--- src/pkg/address_space_decoder_params.svh ---
// constants for the address space decoder
`ifndef ADDRESS_SPACE_DECODER_PARAMS_SVH
`define ADDRESS_SPACE_DECODER_PARAMS_SVH
`define RF_ADDR_W        12
`define RF_SIZE_BYTES    13'h1000
`define CTRL_BASE        12'hf00
`define CTRL_LAST        12'hfff
`define RAM_BASE         12'h000
`define RAM_SIZE_MIN     13'h0800
`define RAM_SIZE_MAX     13'h1000
`define PM_ADDR_W        16
`define FLASH_SIZE_MIN   17'h04000
`define FLASH_SIZE_MAX   17'h10000
`define PM_BLANK         8'hff
`define PM_OPTION_BASE   16'h0000
`define PM_RESET_VEC     16'h0002
`define PM_WATCHDOG_VEC  16'h0004
`define PM_TRAP_VEC      16'h0006
`define PM_IRQ_VEC_BASE  16'h0008
`define PM_IRQ_VEC_LAST  16'h0037
`define PM_CODE_BASE     16'h0038
`define PM_REGION_RESET  3'h0
`define UNDEF_READ       8'h00
`endif

--- src/pkg/address_space_decoder_pkg.sv ---
// types for the address space decoder
package address_space_decoder_pkg;
   typedef enum logic [1:0] {
      RF_RAM      = 2'h0,
      RF_CTRL     = 2'h1,
      RF_HOLE     = 2'h3
   } rf_target_t;
   typedef enum logic [2:0] {
      PM_OPTION   = 3'h0,
      PM_RESET    = 3'h1,
      PM_WATCHDOG = 3'h3,
      PM_TRAP     = 3'h2,
      PM_IRQ      = 3'h6,
      PM_CODE     = 3'h7,
      PM_ABSENT   = 3'h5
   } pm_region_t;
endpackage

--- src/rtl/address_space_decoder.sv ---
// register file, program memory and data memory address decoder
// How it works
// - three spaces decoded: register file, program memory, data memory
// - register file spans 4096 bytes, split into ram and control parts
// - top 256 bytes f00-fff go to core, peripheral and port registers
// - reserved control reads undefined; software should not write them
// - ram starts at 000, implemented size 2kb to 4kb per variant
// - gap above ram below control reads undefined, writes change nothing
// - source operands are read, destination operands are written
// - program space 64kb, implemented flash 16kb to 64kb per variant
// - program reads beyond flash give ff, writes there are dropped
// - option bits, reset, watchdog, trap and interrupt vectors at bottom
// - code and data from 0038 to the top of implemented flash
// - data memory space unused; nothing answers there
`timescale 1ns/1ps
`default_nettype none
`include "address_space_decoder_params.svh"
module address_space_decoder #(
   parameter logic [12:0] RAM_SIZE   = 13'h1000,
   parameter logic [16:0] FLASH_SIZE = 17'h10000
) (
   input  wire logic        clk,
   input  wire logic        reset,
   input  wire logic        rf_rd,
   input  wire logic        rf_wr,
   input  wire logic [11:0] rf_addr,
   input  wire logic [7:0]  rf_wdata,
   output var  logic [7:0]  rf_rdata,
   output var  logic        rf_rvalid,
   output var  logic        ram_rd,
   output var  logic        ram_wr,
   output var  logic [11:0] ram_addr,
   output var  logic [7:0]  ram_wdata,
   input  wire logic [7:0]  ram_rdata,
   output var  logic        periph_rd,
   output var  logic        periph_wr,
   output var  logic [7:0]  periph_addr,
   output var  logic [7:0]  periph_wdata,
   input  wire logic [7:0]  periph_rdata,
   input  wire logic        periph_hit,
   input  wire logic        pm_rd,
   input  wire logic        pm_wr,
   input  wire logic [15:0] pm_addr,
   input  wire logic [7:0]  pm_wdata,
   output var  logic [7:0]  pm_rdata,
   output var  logic        pm_rvalid,
   output var  logic [2:0]  pm_region,
   output var  logic        flash_rd,
   output var  logic        flash_wr,
   output var  logic [15:0] flash_addr,
   output var  logic [7:0]  flash_wdata,
   input  wire logic [7:0]  flash_rdata,
   input  wire logic        dm_rd,
   input  wire logic        dm_wr,
   input  wire logic [15:0] dm_addr,
   output var  logic        dm_ack
);
   address_space_decoder_pkg::rf_target_t rf_target;
   address_space_decoder_pkg::rf_target_t rf_target_q;
   address_space_decoder_pkg::rf_target_t next_rf_target_q;
   address_space_decoder_pkg::pm_region_t pm_reg;
   logic        ram_hit;
   logic        flash_hit;
   logic        pm_absent_q;
   logic        next_pm_absent_q;
   logic        next_rf_rvalid;
   logic        next_pm_rvalid;
   logic        periph_hit_q;
   logic        next_periph_hit_q;
   logic [7:0]  next_rf_rdata;
   logic [7:0]  next_pm_rdata;
   logic [2:0]  next_pm_region;
   logic        ram_sel;
   logic        periph_sel;
   logic [12:0] ram_size_eff;
   logic [16:0] flash_size_eff;

   // ram size is a variant strap, clamped into the legal 2kb..4kb range
   always_comb begin
      if (RAM_SIZE < `RAM_SIZE_MIN) begin
         ram_size_eff = `RAM_SIZE_MIN;
      end else if (RAM_SIZE > `RAM_SIZE_MAX) begin
         ram_size_eff = `RAM_SIZE_MAX;
      end else begin
         ram_size_eff = RAM_SIZE;
      end
   end

   // flash size clamped the same way, 16kb..64kb
   always_comb begin
      if (FLASH_SIZE < `FLASH_SIZE_MIN) begin
         flash_size_eff = `FLASH_SIZE_MIN;
      end else if (FLASH_SIZE > `FLASH_SIZE_MAX) begin
         flash_size_eff = `FLASH_SIZE_MAX;
      end else begin
         flash_size_eff = FLASH_SIZE;
      end
   end

   // register file decode; control region wins over a full 4kb ram
   always_comb begin
      ram_hit = ({1'b0, rf_addr} < ram_size_eff);
      if (rf_addr >= `CTRL_BASE) begin
         rf_target = address_space_decoder_pkg::RF_CTRL;
      end else if (ram_hit) begin
         rf_target = address_space_decoder_pkg::RF_RAM;
      end else begin
         rf_target = address_space_decoder_pkg::RF_HOLE;
      end
   end

   // source reads and destination writes steered to one target only
   always_comb begin
      ram_sel      = (rf_target == address_space_decoder_pkg::RF_RAM);
      periph_sel   = (rf_target == address_space_decoder_pkg::RF_CTRL);
      ram_rd       = rf_rd && ram_sel;
      ram_wr       = rf_wr && ram_sel;
      ram_addr     = rf_addr;
      ram_wdata    = rf_wdata;
      // reserved control writes are still forwarded; the peripheral decides
      periph_rd    = rf_rd && periph_sel;
      periph_wr    = rf_wr && periph_sel;
      periph_addr  = rf_addr[7:0];
      periph_wdata = rf_wdata;
   end

   // program memory decode of vector layout and implemented flash
   always_comb begin
      flash_hit = ({1'b0, pm_addr} < flash_size_eff);
      if (!flash_hit) begin
         pm_reg = address_space_decoder_pkg::PM_ABSENT;
      end else if (pm_addr < `PM_RESET_VEC) begin
         pm_reg = address_space_decoder_pkg::PM_OPTION;
      end else if (pm_addr < `PM_WATCHDOG_VEC) begin
         pm_reg = address_space_decoder_pkg::PM_RESET;
      end else if (pm_addr < `PM_TRAP_VEC) begin
         pm_reg = address_space_decoder_pkg::PM_WATCHDOG;
      end else if (pm_addr < `PM_IRQ_VEC_BASE) begin
         pm_reg = address_space_decoder_pkg::PM_TRAP;
      end else if (pm_addr <= `PM_IRQ_VEC_LAST) begin
         pm_reg = address_space_decoder_pkg::PM_IRQ;
      end else begin
         pm_reg = address_space_decoder_pkg::PM_CODE;
      end
      flash_rd    = pm_rd && flash_hit;
      flash_wr    = pm_wr && flash_hit;
      flash_addr  = pm_addr;
      flash_wdata = pm_wdata;
   end

   // nothing on chip answers the data memory space
   assign dm_ack = 1'b0;

   // register file read answer, one cycle after the strobe like the ram array
   always_comb begin
      next_rf_rvalid = rf_rd;
      if (rf_rd) begin
         next_rf_target_q  = rf_target;
         next_periph_hit_q = periph_hit;
      end else begin
         next_rf_target_q  = rf_target_q;
         next_periph_hit_q = periph_hit_q;
      end
   end

   always_ff @(posedge clk or posedge reset) begin
      if (reset) begin
         rf_rvalid    <= 1'b0;
         rf_target_q  <= address_space_decoder_pkg::RF_RAM;
         periph_hit_q <= 1'b0;
      end else begin
         rf_rvalid    <= next_rf_rvalid;
         rf_target_q  <= next_rf_target_q;
         periph_hit_q <= next_periph_hit_q;
      end
   end

   // program memory read answer one cycle after the strobe; region code registered from pm_addr every cycle, strobe or not
   always_comb begin
      next_pm_rvalid = pm_rd;
      next_pm_region = pm_reg;
      if (pm_rd) begin
         next_pm_absent_q = !flash_hit;
      end else begin
         next_pm_absent_q = pm_absent_q;
      end
   end

   always_ff @(posedge clk or posedge reset) begin
      if (reset) begin
         pm_rvalid   <= 1'b0;
         pm_absent_q <= 1'b0;
         pm_region   <= `PM_REGION_RESET;
      end else begin
         pm_rvalid   <= next_pm_rvalid;
         pm_absent_q <= next_pm_absent_q;
         pm_region   <= next_pm_region;
      end
   end

   // undefined reads give a fixed value so simulation never sees x;
   // the mux stays combinational since array data only lands after the strobe edge
   always_comb begin
      case (rf_target_q)
         address_space_decoder_pkg::RF_RAM: begin
            next_rf_rdata = ram_rdata;
         end
         address_space_decoder_pkg::RF_CTRL: begin
            if (periph_hit_q) begin
               next_rf_rdata = periph_rdata;
            end else begin
               next_rf_rdata = `UNDEF_READ;
            end
         end
         default: begin
            next_rf_rdata = `UNDEF_READ;
         end
      endcase
   end

   // absent flash reads as erased bytes
   always_comb begin
      if (pm_absent_q) begin
         next_pm_rdata = `PM_BLANK;
      end else begin
         next_pm_rdata = flash_rdata;
      end
   end

   assign rf_rdata = next_rf_rdata;
   assign pm_rdata = next_pm_rdata;
endmodule // address_space_decoder
`default_nettype wire

--- config.mk ---
export PLATFORM = sky130hd
export DESIGN_NAME = address_space_decoder
export DESIGN_NICKNAME = d
export VERILOG_FILES = /design/src/pkg/address_space_decoder_pkg.sv /design/src/rtl/address_space_decoder.sv
export VERILOG_INCLUDE_DIRS = /design/src /design/src/pkg
export SDC_FILE = /design/constraint.sdc
export NUM_CORES = 1
export LEC_CHECK = 0
export BUFFER_PORTS_ARGS = -buffer_cell sky130_fd_sc_hd__buf_2
export CAP_MARGIN = 10
export CORE_AREA = 5 5 67 69
export CTS_BUF_LIST = sky130_fd_sc_hd__clkbuf_4
export CTS_CLUSTER_SIZE = 12
export DETAILED_ROUTE_END_ITERATION = 16
export DIE_AREA = 0 0 72 74
export PLACE_DENSITY = 0.85
export SYNTH_ARGS = -nofsm -noshare
export SYNTH_HDL_FRONTEND = slang
export SYNTH_SLANG_ARGS = --single-unit
--- constraint.sdc ---
create_clock -name clk -period 2.6 [get_ports clk]
set_input_delay 0 -clock clk [delete_from_list [all_inputs] [get_ports clk]]
set_output_delay 0 -clock clk [all_outputs]
set_load 0.01 [all_outputs]
# After elaboration in Yosys (flattened, before gate mapping)

Index checks and enable logic that the tools add are counted.

Memories: 0
Latch bits: 0
Output and inout bits: 88
Bits in read-only memories: 0
Bits in writable memories: 0
Register bits after elaboration: 9
Bits of input ports: 93

Reduce and logical (&&, ||, !) cells: 9
Multiplexer cells: 11
Add/subtract/negate cells: 0
$mul: 0
Shift-type cells: 0
Div/mod/pow operators: 0
Magnitude comparators: 8
Equal/unequal tests: 2
Bitwise gates (word level): 0

Operator list:

| cell                                                             | count |
|---|---|
| < comparator 16 x 3 -> 1 bit (second input constant)             | 2 |
| < comparator 16 x 17 -> 1 bit (second input constant)            | 1 |
| less-or-equal comparator 16 x 6 -> 1 bit (second input constant) | 1 |
| < comparator 16 x 2 -> 1 bit (second input constant)             | 1 |
| < comparator 16 x 4 -> 1 bit (second input constant)             | 1 |
| 2-to-1 mux 8 bit                                                 | 2 |
| case mux 8 bit (2 select lines)                                  | 1 |
| 2-to-1 mux 3 bit                                                 | 5 |
| < comparator 12 x 13 -> 1 bit (second input constant)            | 1 |
| >= comparator 12 bit (second input constant)                     | 1 |
| logical AND 1 bit                                                | 6 |
| equality test 2 x 1 -> 1 bit (second input constant)             | 2 |
| zero test 2 bit                                                  | 2 |
| 2-to-1 mux 2 bit                                                 | 2 |
| zero test 1 bit                                                  | 1 |
| 2-to-1 mux 1 bit                                                 | 1 |

# Longest topological paths before layout

Gate-level depths: netlist of the first run.

Depth after elaboration: 7
Gate-level depth with buffers: 4
Depth with buffers taken out: 3

# Least setup slack after synthesis of the first run

Ideal clock, no wire load.

Kind: register to register
Start point: reg rf_target_q[0] (netlist name)
End point: reg rf_target_q[0]
Stages on the path, launching flop included: 3
Clock period less this slack: 0.888 ns
Library setup time: 0.125 ns
Path slack: 1.712 ns
Data arrival time: 0.763 ns
Buffers on the path: 1
Path through: dfrtp_1 clkbuf_1 mux2_2

RTL lines:

| element                | line                         | text |
|---|---|---|
| end signal: assignment | address_space_decoder.sv:169 | `rf_target_q <= address_space_decoder_pkg::RF_RAM;` |
| end signal: assignment | address_space_decoder.sv:173 | `rf_target_q <= next_rf_target_q;` |
| end: declaration       | address_space_decoder.sv:59  | `address_space_decoder_pkg::rf_target_t rf_target_q;` |

# Final worst setup path of the first run

Start point: reg rf_target_q[0]
End point: out rf_rdata[7]

Cells in the longest elaborated chain, start to end: 2
Elaborated cells between the ends (all ways): 3
Those cells by class: 1 x eq/ne; 1 x mux; 1 x reduce/logical

RTL lines:

| element                                                                | line                         | text |
|---|---|---|
| equality test 2 x 1 -> 1 bit / zero test 2 bit (equally long branches) | address_space_decoder.sv:204 | `case (rf_target_q)` |
| case mux 8 bit (2 select lines) *                                      | address_space_decoder.sv:204 |  |
| end: declaration                                                       | address_space_decoder.sv:28  | `output var logic [7:0] rf_rdata,` |

Mark *: on every way between the ends. The rest lies on a longest branch, timed or not.

==> results.md, run 1 <==
- Status: complete, no violations
- Synth unique cells: 18
- All-layer global routing usage: 8.64%
- Initial drt markers: 35
- Hold crit path type: input pin to primary output
- Avg WL per Cell: 12.8 um
- Gr busiest metal: met2
- Unrepaired setup endpoints after global routing: no
- Nets@finish: 231
- Final cell count without fillers: 187
- Post-Syn Nets: 217
- Clock Latency Late Sink: 0.26 ns
- Flop pwr share: 36.0%
- Switch share: 30.9%
- Clock transition at path regs: 0.06 ns
- Slowest CP cell: dfrtp_1
- Peak VDD IR: 270 uV
- Crit-path max FO: 11
- Core area: 0.00386 mm2
- I/O Pins: 181
- Critical Path RT: 2.60 ns
- Final design utilization: 24.3%
- Area leader, netlist: buf_4
- Element type at the critical path end: primary output
- Tcrit/Tclk final: 54.3%
- Register area share after synthesis: 18.4%
- Fin Clk Skew: 0 ns
- Final wirelength: 2390 um
- # DRC: 0
- Clock Tree Buf Depth: 2
- Hold Vio Cnt, Final: 0
- Synthesized area per cell: 7.67 um2
- Final setup vio count: 0
- Placed cell count: 178
- Internal Power: 0.223 mW
- Slew Viols, Final: 0
- Fmax: 708 MHz
- Mux share of post-synthesis cell area: 2.37%
- Vias/cell: 4.12
- Pwr dens: 345 mW/mm2
- Startpoint Class: flop
- Setup tns final: 0 ns
- Via count: 770
- Max cap viols: 0
- Mapped Cells: 124
- IO buf count: 77
- Synthesized-area fraction occupied by adder cells: 0%
- Cell Chain, Critical Path: and2_1, nand2_1, o21ai_0, buf_2
- Initial antenna violation count: 0
- TritonRoute pass-1 iters: 4
- CTS H-Tree Depth: 1
- DP Worst Slack: 1.45 ns
- Synth top area share: 56.1%
- Worst Path Arrival: 1.41 ns
- Largest net degree at the start of global routing: 12
- Met2 Track Usage GR: 16.3%
- Clock network power share: 31.5%
- DIE WIDTH: 72 um
- DP HPWL: 1940 um
- Row cnt: 23
- First-pass GRT wire length: 3570 um
- Area of the mapped netlist: 951 um2
- Clock Tree Root: clkbuf_4
- Power share of the combinational group: 32.5%
- Number of diodes: 0
- Yosys reg bits: 7
- Simple-Gate Fraction of Synth Area: 12.1%
- Net Switching: 0.0998 mW
- Post-route ant nets: 0
- Post-synthesis compound-gate area fraction: 5.39%
- Layout area overhead: -1.58%
- Vias in the first global route: 783
- P_leak: 0.518 nW
- Fraction of layout cells with a size suffix above 1: 62.0%
- Final Critical Period: 1.41 ns
- Routing usage on met3: 2.84%
- Top cells by area, synth: buf_4, dfrtp_1, o21ai_0, inv_1, nand2_1
- Fin worst setup slack: 1.19 ns
- Global placement routability congestion: 0.712
- CTS tree: yes
- Largest family of logic cells by synthesized area: buffers and inverters
- Delay of the slowest critical-path stage: 0.52 ns
- Yosys warns: 0
- Hold Slack: 0.00000571 ns
- CTS sink cnt: 7
- TritonCTS buffer count: 3
- Met1 Track Usage GR: 7.02%
- Crit Path Class: flop to primary output
- Resize count post-CTS: 0
- Post-synthesis xor/xnor area fraction: 0.921%
- Remaining Overflow, GRT: 0
- Die height: 74 um
- Starting Density: 24.7%
- Die area: 0.00533 mm2
-- layout by cell type (no fill, tap or decap) --
master         Yosys  final
nor2b_1            2      2
mux2_2             2      2
clkinv_2           0      1
clkbuf_4           0      3
nand2_1            7      7
o21ai_0            8      8
nor4_1             2      2
dlygate4sd3_1      0      5
and4_1             1      1
xnor2_1            1      1
nor2_1             2      2
or3_1              2      2
dfrtp_1            7      7
and2_1             3      3
inv_1              9      9
a311o_2            1      1
buf_2              0     77
nand3_1            2      2
conb_1             1      1
or2_2              1      1
-- worst max-delay path, delay by kind of cell (launching register included) --
kind,cells,cell delay [ns]
buffers and inverters,1,0.16
AOI/OAI and AO/OA,1,0.08
DFF,1,0.52
and+or+nand+nor,2,0.40
-- synthesized netlist by cell type, drive strengths merged --
cell and count:
nor2 2, nand3 2, nor2b 2, conb 1, clkbuf 2, nand2 7, o21ai 8, xnor2 1
dfrtp 7, or2 1, or3 2, and4 1, buf 71, inv 9, a311o 1, nor4 2
and2 3, mux2 2
-- registers in the layout, summed over array words and instances (netlist names) --
name / count
pm_region: 3
periph_hit_q: 1
pm_rvalid: 1
rf_rvalid: 1
rf_target_q: 1
-- layout make-up --
| type | count | area (um2) |
|---|---|---|
| clock buffers | 3 | 22.5 |
| well taps | 50 | 62.6 |
| multi-input cells | 35 | 201 |
| fillers | 437 | 2920 |
| clock inverters | 1 | 5.00 |
| repair buffers | 82 | 435 |
| inverters | 9 | 33.8 |
| flip-flops and latches | 7 | 175 |
-- through the flow --
step | cell area, um2 | total power, mW
2_1_floorplan | 951 | 0.254
3_3_place_gp | 858 | 0.215
3_5_place_dp | 858 | 0.218
4_1_cts | 936 | 0.325
5_1_grt | 936 | 0.339
6_report | 936 | 0.323
-- timing repair --
item	CTS	global route
hold endpoints to repair	11	0
hold buffers	5	0
setup buffers	0	0
-- power groups by stage --
| stage | sequential [mW] | combinational [mW] | clock, mW |
|---|---|---|---|
| finish | 0.116 | 0.105 | 0.102 |
| global route | 0.117 | 0.116 | 0.105 |
| CTS | 0.117 | 0.106 | 0.103 |
| detailed placement | 0.118 | 0.0992 | 0 |
| global placement | 0.118 | 0.0965 | 0 |
| floorplan | 0.117 | 0.137 | 0 |
-- per-layer routing --
| metal | routed length [um] | part of all wire (%) |
|---|---|---|
| met1 | 673 | 28 |
| met2 | 1180 | 50 |
| met3 | 382 | 16 |
| met4 | 148 | 6.2 |
| met5 | 0 | 0 |
-- kinds of logic (layout without fill, tap and decap cells) --
family / after synthesis / count (layout)
other cells: 1 / 1
buf+inv: 82 / 95
xor+xnor: 1 / 1
compound gates: 9 / 9
mux: 2 / 2
simple gates: 22 / 22
flops: 7 / 7
-- worst paths after layout --
check,cells after the start,slack (ns),to,startpoint
worst max-delay path,4,1.19,rf_rdata[7],rf_target_q[0]
worst min-delay path,0,0.000006,periph_wdata[5],rf_wdata[5]
worst max register to register,1,1.69,rf_target_q[0],rf_target_q[0]
worst min register to register,1,0.58,periph_hit_q,periph_hit_q
max in group asynchronous,3,2.18,pm_rvalid,reset
min in group asynchronous,3,0.21,rf_target_q[0],reset
Power figures use the tool's default switching activity.
==> run 2, diff against run 1 <==
- clock period: 2.6 -> 1.45 ns (I/O delays scaled with it)
==> results.md, run 2 (synthesis gave the netlist of run 1 again) <==
- CTS H-Tree Depth: 1
- Initial antenna violation count: 0
- Delay of the slowest critical-path stage: 0.38 ns
- Net Switching: 0.178 mW
- Hold crit path type: input pin to primary output
- Slew Viols, Final: 0
- Crit-path max FO: 7
- First-pass GRT wire length: 3370 um
- Internal Power: 0.402 mW
- Setup tns final: 0 ns
- Hold Vio Cnt, Final: 0
- CTS sink cnt: 7
- Buf/Inv on CP: 1
- CTS tree: yes
- Initial drt markers: 12
- P_leak: 0.523 nW
- Remaining Overflow, GRT: 0
- Layout area overhead: -0.789%
- Clock Latency Late Sink: 0.26 ns
- Unrepaired setup endpoints after global routing: no
- Largest net degree at the start of global routing: 9
- Placed inst area: 866 um2
- IO buf count: 77
- DIE WIDTH: 72 um
- Most frequent cells in the layout: buf_2, inv_1, o21ai_0
- Max reg flops: 3
- Starting Density: 24.7%
- TritonRoute pass-1 iters: 4
- Final cell count without fillers: 188
- Fill cell count: 431
- Fmax: 788 MHz
- Die height: 74 um
- # DRC: 0
- Critical Path RT: 1.45 ns
- Pwr dens: 615 mW/mm2
- Clock Tree Buf Depth: 2
- Status: complete, no violations
- Global placement routability congestion: 0.699
- Placed cell count: 179
- Resize count post-CTS: 0
- Vias/cell: 4.12
- Worst Path Arrival: 1.27 ns
- Clock Tree Root: clkbuf_4
- Peak VDD IR: 417 uV
- Power share of the combinational group: 32.7%
- CP delay by family, top: simple AND/OR/NAND/NOR gates
- Number of diodes: 0
- Die area: 0.00533 mm2
- Via count: 774
- DP Worst Slack: 0.420 ns
- I/O Pins: 181
- Fraction of layout cells with a size suffix above 1: 62.3%
- Largest register by flop count: pm_region
- Final setup vio count: 0
- Avg WL per Cell: 12.1 um
- All-layer global routing usage: 8.15%
- Element type at the critical path end: primary output
- Most common cell after layout, fill and taps aside: buf_2
- Switch share: 30.8%
- Flop pwr share: 35.5%
- Post-route cell area: 943 um2
- Post-route ant nets: 0
- Slowest CP cell: dfrtp_1
- Clock transition at path regs: 0.06 ns
- DP HPWL: 1940 um
- Final wirelength: 2270 um
- Fin worst setup slack: 0.181 ns
- Core area: 0.00386 mm2
- Nets@finish: 232
- Fin Clk Skew: 0 ns
- Clock network power share: 31.8%
- Row cnt: 23
- Startpoint Class: flop
- Final Critical Period: 1.27 ns
- Max cap viols: 0
- Tcrit/Tclk final: 87.5%
- Cell Chain, Critical Path: and2_1, nand2_1, o21ai_0, buf_2
- Crit Path Class: flop to primary output
- Vias in the first global route: 782
- TritonCTS buffer count: 3
==> run 2: cell types whose count changed in the layout (fill, tap and decap cells not counted) <==
cell	previous run	this run
buf_4	0	1
==> run 2: cell type report <==
| cell class | instances | area [um2] | area share (%) |
|---|---|---|---|
| Timing Repair Buffer | 83 | 443 | 46.9 |
| Multi-Input combinational cell | 35 | 201 | 21.4 |
| Sequential cell | 7 | 175 | 18.6 |
| Tap cell | 50 | 62.6 | 6.63 |
| Inverter | 9 | 33.8 | 3.58 |
| Clock buffer | 3 | 22.5 | 2.39 |
| Clock inverter | 1 | 5.00 | 0.531 |
==> run 2: path summary, 6_finish.rpt <==
check | start | end | slack, ns | cells past startpoint
max in group asynchronous | reset | pm_rvalid | 1.04 | 3
min reg2reg | periph_hit_q | periph_hit_q | 0.54 | 1
min in group asynchronous | reset | periph_hit_q | 0.21 | 3
max reg2reg | rf_target_q[0] | rf_target_q[0] | 0.49 | 2
max | rf_target_q[0] | rf_rdata[7] | 0.18 | 4
min | rf_wdata[0] | ram_wdata[0] | 0.000006 | 0
==> run 2: routing by layer <==
metal | share of wire [%] | routed length, um | vias to the layer above | track usage (%)
met5 | 0 | 0 | - | 0
met3 | 17 | 383 | 24 | 2.43
li1 | - | - | 342 | -
met1 | 29 | 662 | 335 | 6.69
met2 | 47 | 1060 | 73 | 15.0
met4 | 7.1 | 160 | 0 | 8.56
==> run 2: power groups by stage <==
stage          logic [mW]  registers [mW]  clock network, mW
6_report            0.190           0.206              0.184
5_1_grt             0.210           0.207              0.190
4_1_cts             0.192           0.206              0.190
3_5_place_dp        0.182           0.209                  0
3_3_place_gp        0.177           0.209                  0
2_1_floorplan       0.246           0.210                  0
==> run 2: worst register-to-register path: stages (launching register included) <==
cell and delay [ns]:
dfrtp_1 0.40, buf_4 0.17, mux2_2 0.27
==> run 2: metrics by stage <==
step	hold slack, ns	power (mW)	utilization (%)
after floorplan	-0.197	0.455	-
after global placement	-0.0695	0.386	22.5
after detailed placement	-0.0643	0.391	22.5
after CTS	0.0000686	0.589	24.5
after global routing	0.0000312	0.607	24.5
final	0.00000571	0.580	24.5
==> run 2: timing repair <==
| action | CTS | global route |
|---|---|---|
| hold buffers | 5 | 0 |
| setup buffers | 0 | 0 |
| endpoints found under the hold margin | 11 | 0 |
